--- src/verilog/seg_defs.svh ---
/*
  bit positions, masks, reset values and error-number bounds of the
  status event register groups; assumes inclusion by bare name.
*/
`ifndef SEG_DEFS_SVH
`define SEG_DEFS_SVH

// standard event status bits
`define SEG_SE_OPC 0
`define SEG_SE_QYE 2
`define SEG_SE_DDE 3
`define SEG_SE_EXE 4
`define SEG_SE_CME 5
`define SEG_SE_PON 7
`define SEG_SE_USED 8'hbd
`define SEG_SE_RESET 8'h80

// operation condition bits
`define SEG_OP_CAL 0
`define SEG_OP_MEAS 4
`define SEG_OP_IREF 9
`define SEG_OP_USED 16'h0211
`define SEG_QU_USED 16'h7fff
`define SEG_REG_RESET 16'h0000

// status byte summary bit positions
`define SEG_SB_QSB 3
`define SEG_SB_ESB 5
`define SEG_SB_OSB 7

// error number class bounds
`define SEG_QYE_LO -400
`define SEG_QYE_HI -499
`define SEG_DDE_LO -300
`define SEG_DDE_HI -399
`define SEG_DDE_POS 2000
`define SEG_EXE_LO -200
`define SEG_EXE_HI -299
`define SEG_CME_LO -100
`define SEG_CME_HI -199

`endif

--- src/verilog/seg_pkg.sv ---
/*
  types of the status event register groups: the command codes of the
  command port; assumes nothing of its surroundings.
*/
package seg_pkg;

  typedef enum logic [3:0] {
    SEG_CMD_NONE = 4'h0,
    SEG_CMD_CLS = 4'h1,
    SEG_CMD_OPC = 4'h2,
    SEG_CMD_SE_RD = 4'h3,
    SEG_CMD_SEN_WR = 4'h4,
    SEG_CMD_SEN_RD = 4'h5,
    SEG_CMD_OC_RD = 4'h6,
    SEG_CMD_OE_RD = 4'h7,
    SEG_CMD_OEN_WR = 4'h8,
    SEG_CMD_OEN_RD = 4'h9,
    SEG_CMD_QC_RD = 4'ha,
    SEG_CMD_QE_RD = 4'hb,
    SEG_CMD_QEN_WR = 4'hc,
    SEG_CMD_QEN_RD = 4'hd
  } seg_cmd_t;

endpackage

--- src/verilog/seg_status_groups.sv ---
/*
  standard event, operation and questionable status groups with
  summary bits for the status byte. assumes the command parser, the
  error queue and the status sources run on the same clock, and that
  rst_n is asserted at every power-on.
*/
`timescale 1ns/1ps
`include "seg_defs.svh"

// Operation
// - opc bit set on pending true-to-false once armed by an opc command
// - query error on empty read or loss
// - errors -400..-499 set query error
// - internal failures, -300..-399, >=2000 set bit 3
// - errors -200..-299 set execution error bit
// - syntax, unknown command, trigger set bit 5
// - power-on sets bit 7
// - bits 1 and 6 not implemented
// - event status read returns then clears
// - enable mask gates bits into summary
// - enable mask read/write, cleared by reset
// - condition registers live, read unchanged
// - event bits sticky until read
// - event read or clear-status clears
// - group enable gates group summary bit
// - group enables set by write, cleared by reset
// - calibrating bit0, measuring bit4, internal-ref bit9
// - bit 15 always reads zero
// - status byte bit 5 is event summary
// - status byte bit 7 summarises operation
// - status byte bit 3 summarises questionable
module seg_status_groups (
  // clock and reset
  input wire logic clock,
  input wire logic rst_n,
  // command port
  input wire logic cmdValid,
  input wire seg_pkg::seg_cmd_t cmdCode,
  input wire logic [15:0] cmdData,
  output logic rspValid,
  output logic [15:0] rspData,
  // event sources
  input wire logic pendingOp,
  input wire logic queueEmptyRead,
  input wire logic queueDataLost,
  input wire logic internalFail,
  input wire logic execFail,
  input wire logic cmdFail,
  input wire logic errValid,
  input wire logic signed [15:0] errNumber,
  // condition sources
  input wire logic calibrating,
  input wire logic measuring,
  input wire logic internalRef,
  input wire logic [14:0] quesCondIn,
  // status byte summaries
  output logic esbSummary,
  output logic osbSummary,
  output logic qsbSummary
);
  import seg_pkg::*;

  logic [7:0] seStat_r, seStat_nxt;
  logic [7:0] seEn_r, seEn_nxt;
  logic [15:0] opCond_r, opCond_nxt;
  logic [15:0] opEvt_r, opEvt_nxt;
  logic [15:0] opEn_r, opEn_nxt;
  logic [15:0] quCond_r, quCond_nxt;
  logic [15:0] quEvt_r, quEvt_nxt;
  logic [15:0] quEn_r, quEn_nxt;
  logic opcArm_r, opcArm_nxt;
  logic pendPrev_r, pendPrev_nxt;
  logic rspValid_r, rspValid_nxt;
  logic [15:0] rspData_r, rspData_nxt;
  logic esb_r, esb_nxt;
  logic osb_r, osb_nxt;
  logic qsb_r, qsb_nxt;
  logic [7:0] seSet;
  logic [15:0] opLive;
  logic [15:0] quLive;
  logic isCls;

  // error number to event bit class
  function automatic logic [7:0] errClass(input logic signed [15:0] num);
    logic [7:0] m;
    m = 8'h00;
    if (num <= `SEG_QYE_LO && num >= `SEG_QYE_HI) begin
      m[`SEG_SE_QYE] = 1'b1;
    end
    if ((num <= `SEG_DDE_LO && num >= `SEG_DDE_HI) || num >= `SEG_DDE_POS) begin
      m[`SEG_SE_DDE] = 1'b1;
    end
    if (num <= `SEG_EXE_LO && num >= `SEG_EXE_HI) begin
      m[`SEG_SE_EXE] = 1'b1;
    end
    if (num <= `SEG_CME_LO && num >= `SEG_CME_HI) begin
      m[`SEG_SE_CME] = 1'b1;
    end
    return m;
  endfunction

  always_comb begin
    isCls = cmdValid && cmdCode == SEG_CMD_CLS;
    // live condition images
    opLive = 16'h0000;
    opLive[`SEG_OP_CAL] = calibrating;
    opLive[`SEG_OP_MEAS] = measuring;
    opLive[`SEG_OP_IREF] = internalRef;
    quLive = {1'b0, quesCondIn} & `SEG_QU_USED;
    opCond_nxt = opLive;
    quCond_nxt = quLive;
    pendPrev_nxt = pendingOp;
    // standard event sources
    seSet = 8'h00;
    seSet[`SEG_SE_OPC] = opcArm_r && pendPrev_r && !pendingOp;
    seSet[`SEG_SE_QYE] = queueEmptyRead || queueDataLost;
    seSet[`SEG_SE_DDE] = internalFail;
    seSet[`SEG_SE_EXE] = execFail;
    seSet[`SEG_SE_CME] = cmdFail;
    if (errValid) begin
      seSet = seSet | errClass(errNumber);
    end
    // opc arming
    opcArm_nxt = opcArm_r;
    if (seSet[`SEG_SE_OPC] || isCls) begin
      opcArm_nxt = 1'b0;
    end
    if (cmdValid && cmdCode == SEG_CMD_OPC) begin
      opcArm_nxt = 1'b1;
    end
    // sticky events, set wins over clear
    seStat_nxt = seStat_r;
    opEvt_nxt = opEvt_r;
    quEvt_nxt = quEvt_r;
    if (isCls) begin
      seStat_nxt = 8'h00;
      opEvt_nxt = 16'h0000;
      quEvt_nxt = 16'h0000;
    end
    if (cmdValid && cmdCode == SEG_CMD_SE_RD) begin
      seStat_nxt = 8'h00;
    end
    if (cmdValid && cmdCode == SEG_CMD_OE_RD) begin
      opEvt_nxt = 16'h0000;
    end
    if (cmdValid && cmdCode == SEG_CMD_QE_RD) begin
      quEvt_nxt = 16'h0000;
    end
    seStat_nxt = (seStat_nxt | seSet) & `SEG_SE_USED;
    opEvt_nxt = (opEvt_nxt | (opLive & ~opCond_r)) & `SEG_OP_USED;
    quEvt_nxt = (quEvt_nxt | (quLive & ~quCond_r)) & `SEG_QU_USED;
    // enable masks
    seEn_nxt = seEn_r;
    opEn_nxt = opEn_r;
    quEn_nxt = quEn_r;
    if (cmdValid && cmdCode == SEG_CMD_SEN_WR) begin
      seEn_nxt = cmdData[7:0] & `SEG_SE_USED;
    end
    if (cmdValid && cmdCode == SEG_CMD_OEN_WR) begin
      opEn_nxt = cmdData & `SEG_OP_USED;
    end
    if (cmdValid && cmdCode == SEG_CMD_QEN_WR) begin
      quEn_nxt = cmdData & `SEG_QU_USED;
    end
    // query answers
    rspValid_nxt = 1'b0;
    rspData_nxt = rspData_r;
    if (cmdValid) begin
      rspValid_nxt = 1'b1;
      unique case (cmdCode)
        SEG_CMD_SE_RD: rspData_nxt = {8'h00, seStat_r};
        SEG_CMD_SEN_RD: rspData_nxt = {8'h00, seEn_r};
        SEG_CMD_OC_RD: rspData_nxt = opCond_r;
        SEG_CMD_OE_RD: rspData_nxt = opEvt_r;
        SEG_CMD_OEN_RD: rspData_nxt = opEn_r;
        SEG_CMD_QC_RD: rspData_nxt = quCond_r;
        SEG_CMD_QE_RD: rspData_nxt = quEvt_r;
        SEG_CMD_QEN_RD: rspData_nxt = quEn_r;
        default: rspValid_nxt = 1'b0;
      endcase
    end
    // summaries
    esb_nxt = |(seStat_r & seEn_r);
    osb_nxt = |(opEvt_r & opEn_r);
    qsb_nxt = |(quEvt_r & quEn_r);
  end

  always_ff @(posedge clock) begin
    if (!rst_n) begin
      seStat_r <= `SEG_SE_RESET;
      seEn_r <= 8'h00;
      opCond_r <= `SEG_REG_RESET;
      opEvt_r <= `SEG_REG_RESET;
      opEn_r <= `SEG_REG_RESET;
      quCond_r <= `SEG_REG_RESET;
      quEvt_r <= `SEG_REG_RESET;
      quEn_r <= `SEG_REG_RESET;
      opcArm_r <= 1'b0;
      pendPrev_r <= 1'b0;
      rspValid_r <= 1'b0;
      rspData_r <= 16'h0000;
      esb_r <= 1'b0;
      osb_r <= 1'b0;
      qsb_r <= 1'b0;
    end else begin
      seStat_r <= seStat_nxt;
      seEn_r <= seEn_nxt;
      opCond_r <= opCond_nxt;
      opEvt_r <= opEvt_nxt;
      opEn_r <= opEn_nxt;
      quCond_r <= quCond_nxt;
      quEvt_r <= quEvt_nxt;
      quEn_r <= quEn_nxt;
      opcArm_r <= opcArm_nxt;
      pendPrev_r <= pendPrev_nxt;
      rspValid_r <= rspValid_nxt;
      rspData_r <= rspData_nxt;
      esb_r <= esb_nxt;
      osb_r <= osb_nxt;
      qsb_r <= qsb_nxt;
    end
  end

  assign rspValid = rspValid_r;
  assign rspData = rspData_r;
  assign esbSummary = esb_r;
  assign osbSummary = osb_r;
  assign qsbSummary = qsb_r;

  // checks
  opc_fall_a: assert property (@(posedge clock) disable iff (!rst_n)
    opcArm_r && pendPrev_r && !pendingOp |=> seStat_r[`SEG_SE_OPC])
    else $error("opc not set on pending fall");
  qye_set_a: assert property (@(posedge clock) disable iff (!rst_n)
    queueEmptyRead || queueDataLost |=> seStat_r[`SEG_SE_QYE])
    else $error("query error not set");
  err_class_a: assert property (@(posedge clock) disable iff (!rst_n)
    errValid && errNumber <= -16'sd400 && errNumber >= -16'sd499 && !internalFail &&
    !(cmdValid && (cmdCode == SEG_CMD_SE_RD || cmdCode == SEG_CMD_CLS))
    |=> seStat_r[`SEG_SE_QYE] && seStat_r[`SEG_SE_DDE] == $past(seStat_r[`SEG_SE_DDE]))
    else $error("query class error mismatch");
  dde_pos_a: assert property (@(posedge clock) disable iff (!rst_n)
    errValid && errNumber >= 16'sd2000 |=> seStat_r[`SEG_SE_DDE])
    else $error("positive error not device class");
  exe_cls_a: assert property (@(posedge clock) disable iff (!rst_n)
    errValid && errNumber == -16'sd200 |=> seStat_r[`SEG_SE_EXE])
    else $error("execution class not set");
  unused_zero_a: assert property (@(posedge clock) disable iff (!rst_n)
    !seStat_r[1] && !seStat_r[6] && !opEvt_r[15] && !opEn_r[15] && !quEvt_r[15])
    else $error("unused bit set");
  esr_read_a: assert property (@(posedge clock) disable iff (!rst_n)
    cmdValid && cmdCode == SEG_CMD_SE_RD && seSet == 8'h00
    |=> rspValid && rspData == {8'h00, $past(seStat_r)} && seStat_r == 8'h00)
    else $error("event status read wrong");
  sticky_hold_a: assert property (@(posedge clock) disable iff (!rst_n)
    !(cmdValid && (cmdCode == SEG_CMD_SE_RD || cmdCode == SEG_CMD_CLS))
    |=> ($past(seStat_r) & ~seStat_r) == 8'h00)
    else $error("sticky bit lost");
  esb_sum_a: assert property (@(posedge clock) disable iff (!rst_n)
    ##1 esbSummary == |($past(seStat_r) & $past(seEn_r)))
    else $error("event summary wrong");
  op_rise_a: assert property (@(posedge clock) disable iff (!rst_n)
    $rose(measuring) |=> opEvt_r[`SEG_OP_MEAS] && opCond_r[`SEG_OP_MEAS])
    else $error("operation event not latched");
  cond_live_a: assert property (@(posedge clock) disable iff (!rst_n)
    ##1 opCond_r[`SEG_OP_CAL] == $past(calibrating) &&
    opCond_r[`SEG_OP_IREF] == $past(internalRef))
    else $error("condition not live");
  osb_sum_a: assert property (@(posedge clock) disable iff (!rst_n)
    ##1 osbSummary == |($past(opEvt_r) & $past(opEn_r)))
    else $error("operation summary wrong");
  qsb_sum_a: assert property (@(posedge clock) disable iff (!rst_n)
    ##1 qsbSummary == |($past(quEvt_r) & $past(quEn_r)))
    else $error("questionable summary wrong");
  cls_clear_a: assert property (@(posedge clock) disable iff (!rst_n)
    cmdValid && cmdCode == SEG_CMD_CLS |=> opEvt_r == (opCond_r & ~$past(opCond_r)) &&
    quEvt_r == (quCond_r & ~$past(quCond_r)))
    else $error("clear status left events");
  oe_read_a: assert property (@(posedge clock) disable iff (!rst_n)
    cmdValid && cmdCode == SEG_CMD_OE_RD |=> rspValid && rspData == $past(opEvt_r) &&
    opEvt_r == (opCond_r & ~$past(opCond_r)))
    else $error("operation event read wrong");
  qe_read_a: assert property (@(posedge clock) disable iff (!rst_n)
    cmdValid && cmdCode == SEG_CMD_QE_RD |=> rspValid && rspData == $past(quEvt_r) &&
    quEvt_r == (quCond_r & ~$past(quCond_r)))
    else $error("questionable event read wrong");
  oen_write_a: assert property (@(posedge clock) disable iff (!rst_n)
    cmdValid && cmdCode == SEG_CMD_OEN_WR |=> opEn_r == ($past(cmdData) & `SEG_OP_USED))
    else $error("operation enable write wrong");
  qen_write_a: assert property (@(posedge clock) disable iff (!rst_n)
    cmdValid && cmdCode == SEG_CMD_QEN_WR |=> quEn_r == ($past(cmdData) & `SEG_QU_USED))
    else $error("questionable enable write wrong");
  sen_write_a: assert property (@(posedge clock) disable iff (!rst_n)
    cmdValid && cmdCode == SEG_CMD_SEN_WR |=> seEn_r == ($past(cmdData[7:0]) & `SEG_SE_USED))
    else $error("event enable write wrong");
  cond_map_a: assert property (@(posedge clock) disable iff (!rst_n)
    ##1 opCond_r[`SEG_OP_MEAS] == $past(measuring) && (opCond_r & ~`SEG_OP_USED) == 16'h0000)
    else $error("operation condition map wrong");
  top_bit_a: assert property (@(posedge clock) disable iff (!rst_n)
    !opCond_r[15] && !quCond_r[15] && !quEn_r[15] && !rspData[15])
    else $error("top bit set");
  cme_set_a: assert property (@(posedge clock) disable iff (!rst_n)
    cmdFail |=> seStat_r[`SEG_SE_CME])
    else $error("command error not set");
  exe_set_a: assert property (@(posedge clock) disable iff (!rst_n)
    execFail |=> seStat_r[`SEG_SE_EXE])
    else $error("execution error not set");

endmodule // seg_status_groups
--- config.mk ---
export PLATFORM = sky130hd
export DESIGN_NAME = seg_status_groups
export DESIGN_NICKNAME = d
export VERILOG_FILES = /design/src/verilog/seg_pkg.sv /design/src/verilog/seg_status_groups.sv
export VERILOG_INCLUDE_DIRS = /design/src /design/src/verilog
export SDC_FILE = /design/constraint.sdc
export NUM_CORES = 1
export LEC_CHECK = 0
export ABC_AREA = 1
export BUFFER_PORTS_ARGS = -buffer_cell sky130_fd_sc_hd__buf_2
export CAP_MARGIN = 30
export CORE_ASPECT_RATIO = 1.2
export CORE_UTILIZATION = 60
export CTS_BUF_LIST = sky130_fd_sc_hd__clkbuf_4
export CTS_CLUSTER_SIZE = 10
export DETAILED_ROUTE_END_ITERATION = 10
export PLACE_DENSITY = 0.93
export SKIP_LAST_GASP = 1
export SLEW_MARGIN = 20
export SYNTH_ARGS = -nofsm -noshare
export SYNTH_HDL_FRONTEND = slang
export SYNTH_SLANG_ARGS = --single-unit
--- constraint.sdc ---
create_clock -name clock -period 2.35 [get_ports clock]
set_clock_uncertainty 0.15 [all_clocks]
set_input_delay 0.1175 -clock clock [delete_from_list [all_inputs] [get_ports clock]]
set_output_delay 0.1175 -clock clock [all_outputs]
set_load 0.05 [all_outputs]
==> impl_metrics.env, run 1 <==
export IMPL_reg2reg_slack_ns=0.84
export IMPL_ys_ff_latch=87
export IMPL_intPower_uw=2170
export IMPL_nets=720
export IMPL_grt_pass1_wl_mm=17.4
export IMPL_fin_crit_sh_pct=89.7
export IMPL_n_fill_cell=354
export IMPL_synthCells=516
export IMPL_synthTopCellsByArea="dfxtp_1, nand2_1, inv_1"
export IMPL_status="finished clean"
export IMPL_critPathKind="primary input to flop"
export IMPL_die_area_um2=6540
export IMPL_areaGrowthSynthToFinish_pct=32.7
export IMPL_ios=84
export IMPL_synth_fp_nets=580
export IMPL_avgViaCountPerCell=5.61
export IMPL_ys_flop_type="dfxtp_1"
export IMPL_cap_violations=0
export IMPL_p_total_uw=3020
export IMPL_synthDistinctLibCells=36
export IMPL_synth_enable_flop_cells=0
export IMPL_synthesis_area_um2=3730
export IMPL_p_sw_uw=849
export IMPL_drt_iter0_markers=351
export IMPL_clkTransAtPathRegs_ns=0.13
export IMPL_pre_cts_ws_ns=0.547
export IMPL_root_buffer="clkbuf_4"
export IMPL_track_usage_pct=35.7
export IMPL_portBuffers=81
export IMPL_antenna_found_initial=0
export IMPL_route_vias_total=4167
export IMPL_yosys_area_top_type_share_pct=46.7
export IMPL_ff_latch_area_um2=1740
export IMPL_drive_gt1_share_pct=17.1
export IMPL_finalSetupViolCount=0
export IMPL_initial_core_util_pct=62.1
export IMPL_r2r_end="seStat_r[2]$_SDFF_PN0_"
export IMPL_p_leak_uw=0.00229
export IMPL_critPathCaptureType="flop"
export IMPL_clock_path_buffers=2
export IMPL_place_hpwl_mm=7.15
export IMPL_finish_utilization_pct=82.3
export IMPL_swShare_pct=28.1
export IMPL_async_flop_share_pct=0
export IMPL_crit_required_ns=2.55
export IMPL_cts_resized=0
export IMPL_wirelength_mm=11.1
export IMPL_rows=31
export IMPL_clock_latency_ns=0.46
export IMPL_post_cts_buffers=0
export IMPL_synth_most_common_cell="nand2_1"
export IMPL_cts_sinks=87
export IMPL_grt_remaining_overflow=0
export IMPL_fmax_ghz=0.474
export IMPL_cts_inserted_buffers=9
export IMPL_finalHoldViolCount=0
export IMPL_setup_worst_path_start="cmdCode[0]"
export IMPL_reg2reg_depth=3
export IMPL_grt_pass1_vias=4186
export IMPL_synth_top_cells_by_count="nand2_1, dfxtp_1, inv_1"
export IMPL_syn_area_per_cell_um2=7.23
export IMPL_rsz0062_at_grt="false"
export IMPL_vdd_drop_max_uv=454
export IMPL_htreeDepth=3
export IMPL_die_x_um=74.0
export IMPL_drv_slew=0
export IMPL_power_density_nw_per_um2=611
export IMPL_routabilityCongestion=0.944
export IMPL_synth_area_leader_cell="dfxtp_1"
export IMPL_cts_tree="yes"
export IMPL_endpoint="seEn_r[2]$_SDFFE_PN0P_"
export IMPL_ys_seq_area_share_pct=46.7
export IMPL_fp_dieH_um=88.4
export IMPL_path_max_fanout=10
export IMPL_yosys_warnings=0
export IMPL_drtPass1Iterations=7
export IMPL_fin_crit_ns=2.11
export IMPL_reg2reg_from="seStat_r[2]$_SDFF_PN0_"
export IMPL_cts_hold_buf=57
export IMPL_hp_class="primary input to flop"
export IMPL_wl_per_cell_um=15.0
export IMPL_setup_ws_ns=0.241
export IMPL_diodes=0
export IMPL_clkPwrFrac_pct=31.8
export IMPL_hold_start="cmdCode[1]"
export IMPL_comb_power_share_pct=15.7
export IMPL_tns_ns=0
export IMPL_crit_arrival_ns=2.31
export IMPL_grt_max_degree=35
export IMPL_fp_coreArea_um2=6010
export IMPL_multi_input_area_um2=1590
export IMPL_cp_start_kind="primary input"
export IMPL_drc=0
export IMPL_antenna_left=0
export IMPL_seqPwrFrac_pct=52.6
## layout by cell type, fill, tap and decap left out, drive strengths merged
master | synthesis | layout
clkinvlp | 0 | 1
nand4 | 6 | 6
a41oi | 2 | 2
o211a | 1 | 1
clkinv | 1 | 5
nand2 | 120 | 120
conb | 1 | 1
bufinv | 0 | 2
o21ai | 36 | 36
a31oi | 1 | 1
dfxtp | 87 | 87
o2111ai | 5 | 5
a211oi | 1 | 1
nor3 | 3 | 3
clkbuf | 8 | 9
buf | 7 | 87
o21bai | 1 | 1
o211ai | 3 | 3
nand3 | 21 | 21
nor4 | 2 | 2
o221ai | 5 | 5
or2 | 3 | 3
a21oi | 48 | 48
dlygate4sd3 | 0 | 57
nand3b | 1 | 1
o22ai | 27 | 27
inv | 86 | 86
o21a | 1 | 1
nor2 | 38 | 38
a221oi | 1 | 1
## layout make-up
type	instances	area share [%]
repair buffers	144	20.6
well taps	82	2.07
clock inverters	7	1.97
multi-input cells	327	32.2
clock buffers	9	1.37
inverters	87	6.60
flip-flops and latches	87	35.2
## layer usage
layer  up-vias  GRT usage [%]  wire (µm)  share of wire (%)
met3        61           7.86        816                7.3
met4         0           25.2        569                5.1
li1       1980              -          -                  -
met1      1908           34.7       4040                 36
met2       218           65.5       5720                 51
met5         -              0          0                  0
## per-stage QoR
stage | instances | hold slack (ns) | instance area [µm²]
floorplan | 516 | 0.0610 | 3730
global placement | 670 | 0.156 | 4210
detailed placement | 670 | 0.164 | 4210
finish | 743 | 0.0393 | 4950
CTS | 743 | 0.0325 | 4950
global route | 743 | 0.0502 | 4950
## critical path: stages
cell and delay [ns]:
dlygate4sd3_1 0.56, buf_2 0.16, nor2_1 0.18, nand2_1 0.10, nor3_1 0.29, inv_2 0.15, nor2_1 0.12, nor2_1 0.06
dlygate4sd3_1 0.55
## power by group through the flow
stage | clock network (µW) | logic, µW | registers, µW
3_3_place_gp | 0 | 365 | 1620
6_report | 960 | 473 | 1590
2_1_floorplan | 0 | 201 | 1650
4_1_cts | 952 | 452 | 1590
5_1_grt | 1030 | 511 | 1600
3_5_place_dp | 0 | 379 | 1620
## registers in the layout (all words and copies together), names as in the netlist
| signal | cells |
|---|---|
| quCond_r | 15 |
| quEn_r | 15 |
| quEvt_r | 15 |
| rspData | 15 |
| seEn_r | 6 |
| seStat_r | 6 |
| opCond_r | 3 |
| opEn_r | 3 |
| opEvt_r | 3 |
| esbSummary | 1 |
| opcArm_r | 1 |
| osbSummary | 1 |
| pendPrev_r | 1 |
| qsbSummary | 1 |
| rspValid | 1 |
## logic make-up after synthesis
| kind of cell | synth area share [%] |
|---|---|
| flip-flops | 46.7 |
| other | 0.101 |
| AO/OA/AOI/OAI | 21.0 |
| buffers and inverters | 10.6 |
| AND/OR/NAND/NOR | 21.6 |
## worst min-delay path by stage
stage / to / slack [ns] / cells past startpoint
5_1_grt: opcArm_r$_SDFFE_PN0P_ / 0.05 / 5
4_1_cts: opcArm_r$_SDFFE_PN0P_ / 0.03 / 5
6_report: opcArm_r$_SDFFE_PN0P_ / 0.04 / 5
3_3_place_gp: pendPrev_r$_SDFF_PN0_ / 0.16 / 3
2_1_floorplan: pendPrev_r$_SDFF_PN0_ / 0.06 / 2
3_5_place_dp: pendPrev_r$_SDFF_PN0_ / 0.16 / 3
(Power assumes the default switching activity.)
==> run 2: changes to the inputs <==
CELL_PAD_IN_SITES_DETAIL_PLACEMENT = 0   (was not set)
CELL_PAD_IN_SITES_GLOBAL_PLACEMENT = 1   (was not set)
CORE_UTILIZATION = 43   (was 60)
PLACE_DENSITY = 0.94   (was 0.93)
==> run 2 against run 1 <==
Effect of this change:
- non-clock buffer count down 11
- critical path depth down 2
- sequential cell count is the same
- final cell count is 2.8% higher
- combinational power is 5.9% lower
- cell area decreased by 2.4%
- fmax is 4.7% lower
- global-route usage fell by 12 points
- core utilization shrank 24 points
- wire length down 9.4%
- via count shrank 8.5%
- largest power group unchanged
==> impl_metrics.env, run 2 (same netlist as run 1, synthesis figures left out) <==
export IMPL_rows=36
export IMPL_clock_path_buffers=2
export IMPL_finish_utilization_pct=58.3
export IMPL_die_x_um=87.0
export IMPL_grt_pass1_vias=3639
export IMPL_die_area_um2=9060
export IMPL_tns_ns=0
export IMPL_root_buffer="clkbuf_4"
export IMPL_fin_crit_ns=2.21
export IMPL_met2WireLength_mm=5.10
export IMPL_hp_class="primary input to flop"
export IMPL_fmax_ghz=0.452
export IMPL_power_density_nw_per_um2=570
export IMPL_wl_met1_mm=4.33
export IMPL_cp_cell_sequence="dlygate4sd3_1 -> buf_2 -> nand3_2 -> a211oi_1 -> dlygate4sd3_1 -> a21oi_1 -> dlygate4sd3_1"
export IMPL_ff_latch_area_um2=1740
export IMPL_intPower_uw=1990
export IMPL_antenna_left=0
export IMPL_pre_cts_ws_ns=0.553
export IMPL_n_fill_cell=819
export IMPL_rsz0062_at_grt="false"
export IMPL_met3WireLength_um=537
export IMPL_layout_common_cells="nand2_1, dfxtp_1, inv_1, buf_2, a21oi_1"
export IMPL_fin_crit_sh_pct=94.1
export IMPL_drc=0
export IMPL_grt_pass1_wl_mm=16.4
export IMPL_cts_tree="yes"
export IMPL_finalHoldViolCount=0
export IMPL_crit_arrival_ns=2.40
export IMPL_grt_max_degree=50
export IMPL_grt_remaining_overflow=0
export IMPL_place_hpwl_mm=7.17
export IMPL_tightest_slew_ns=0.554
export IMPL_nets=709
export IMPL_critPathCaptureType="flop"
export IMPL_fp_dieH_um=104
export IMPL_clock_latency_ns=0.44
export IMPL_ios=84
export IMPL_cp_top_family="buffers and inverters"
export IMPL_initial_core_util_pct=45.0
export IMPL_cts_inserted_buffers=9
export IMPL_areaGrowthSynthToFinish_pct=29.5
export IMPL_post_cts_buffers=0
export IMPL_slowest_delay_ns=0.58
export IMPL_p_sw_uw=766
export IMPL_routabilityCongestion=0.890
export IMPL_clkTransAtPathRegs_ns=0.12
export IMPL_cp_slowest_cell="dlygate4sd3_1"
export IMPL_fp_coreArea_um2=8290
export IMPL_clkPwrFrac_pct=26.2
export IMPL_wl_per_cell_um=13.2
export IMPL_comb_power_share_pct=16.2
export IMPL_drtPass1Iterations=4
export IMPL_multi_input_area_um2=1600
export IMPL_critPathKind="primary input to flop"
export IMPL_cts_sinks=87
export IMPL_crit_required_ns=2.54
export IMPL_track_usage_pct=23.5
export IMPL_htreeDepth=3
export IMPL_p_leak_uw=0.00224
export IMPL_avgViaCountPerCell=4.99
export IMPL_vdd_drop_max_uv=214
export IMPL_cap_violations=0
export IMPL_portBuffers=81
export IMPL_path_buf_inv=4
export IMPL_setup_ws_ns=0.138
export IMPL_status="finished clean"
export IMPL_drv_slew=0
export IMPL_drive_gt1_share_pct=17.3
export IMPL_finalSetupViolCount=0
export IMPL_swShare_pct=27.8
export IMPL_cp_common_cell="dlygate4sd3_1"
export IMPL_antenna_found_initial=0
export IMPL_route_vias_total=3814
export IMPL_path_max_fanout=6
export IMPL_seqPwrFrac_pct=57.7
export IMPL_cp_start_kind="primary input"
export IMPL_wirelength_mm=10.1
export IMPL_slew_headroom_pct=63.0
export IMPL_final_common_cell="nand2_1"
export IMPL_dr_max_layer_used="met4"
export IMPL_drt_iter0_markers=172
==> run 2: changes by cell type in the layout (fill, tap and decap cells not counted), sizes merged <==
cell / change
dlygate4sd3: -10
clkbuf: +4
buf: -1
diode: +1
bufinv: -2
clkinv: -2
clkinvlp: -1
==> run 2: path summary, 6_finish.rpt <==
kind                                         startpoint                       end  slack [ns]  cells after the start
worst min register to register  rspData[3]$_SDFFE_PN0P_   rspData[3]$_SDFFE_PN0P_        0.31                      2
worst max register to register   seStat_r[2]$_SDFF_PN0_    seStat_r[2]$_SDFF_PN0_        0.32                      4
worst min-delay path                         cmdCode[2]  seStat_r[7]$_SDFFE_PN1P_       0.009                      5
worst max-delay path                           cmdValid    seStat_r[2]$_SDFF_PN0_        0.14                      7
==> run 2: metrics by stage <==
step                      hold WS (ns)  power (µW)  area, µm²  std cells
after floorplan                 0.0610        1850       3730        516
after global placement           0.165        1990       4250        701
after detailed placement         0.164        2000       4250        701
after CTS                      0.00879        2770       4820        763
after global routing            0.0319        2890       4830        763
final                          0.00901        2750       4830        764
==> run 2: cell type report <==
cell class / instances / area share [%]
sequential: 87 / 36.1
timing repair buffer: 133 / 18.9
tap: 114 / 2.95
inverter: 87 / 6.76
clock inverter: 2 / 0.181
clock buffer: 13 / 2.02
multi-input combinational: 327 / 33.1
antenna: 1 / 0.0518
==> run 2: worst reg2reg max path, cell delays in order (launching register included) <==
cell           delay, ns
dfxtp_1             0.35
a211oi_1            0.22
dlygate4sd3_1       0.58
a21oi_1             0.07
dlygate4sd3_1       0.55
==> run 2: timing repair <==
item | in CTS | in global routing
resized for setup | 0 | 1
endpoints found under the setup margin | 0 | 1
hold buffers | 47 | 0
hold endpoints to repair | 74 | 0
==> run 2: power groups by stage <==
stage          Combinational, µW  Sequential, µW  Clock, µW
2_1_floorplan                201            1650          0
3_3_place_gp                 374            1620          0
3_5_place_dp                 381            1620          0
6_report                     445            1590        721
4_1_cts                      443            1590        737
5_1_grt                      494            1600        800
==> run 2: layer usage <==
layer / GRT usage (%) / up-vias
met5: 0 / -
met4: 10.1 / 0
met3: 4.13 / 15
met2: 40.8 / 123
met1: 27.8 / 1719
li1: - / 1957
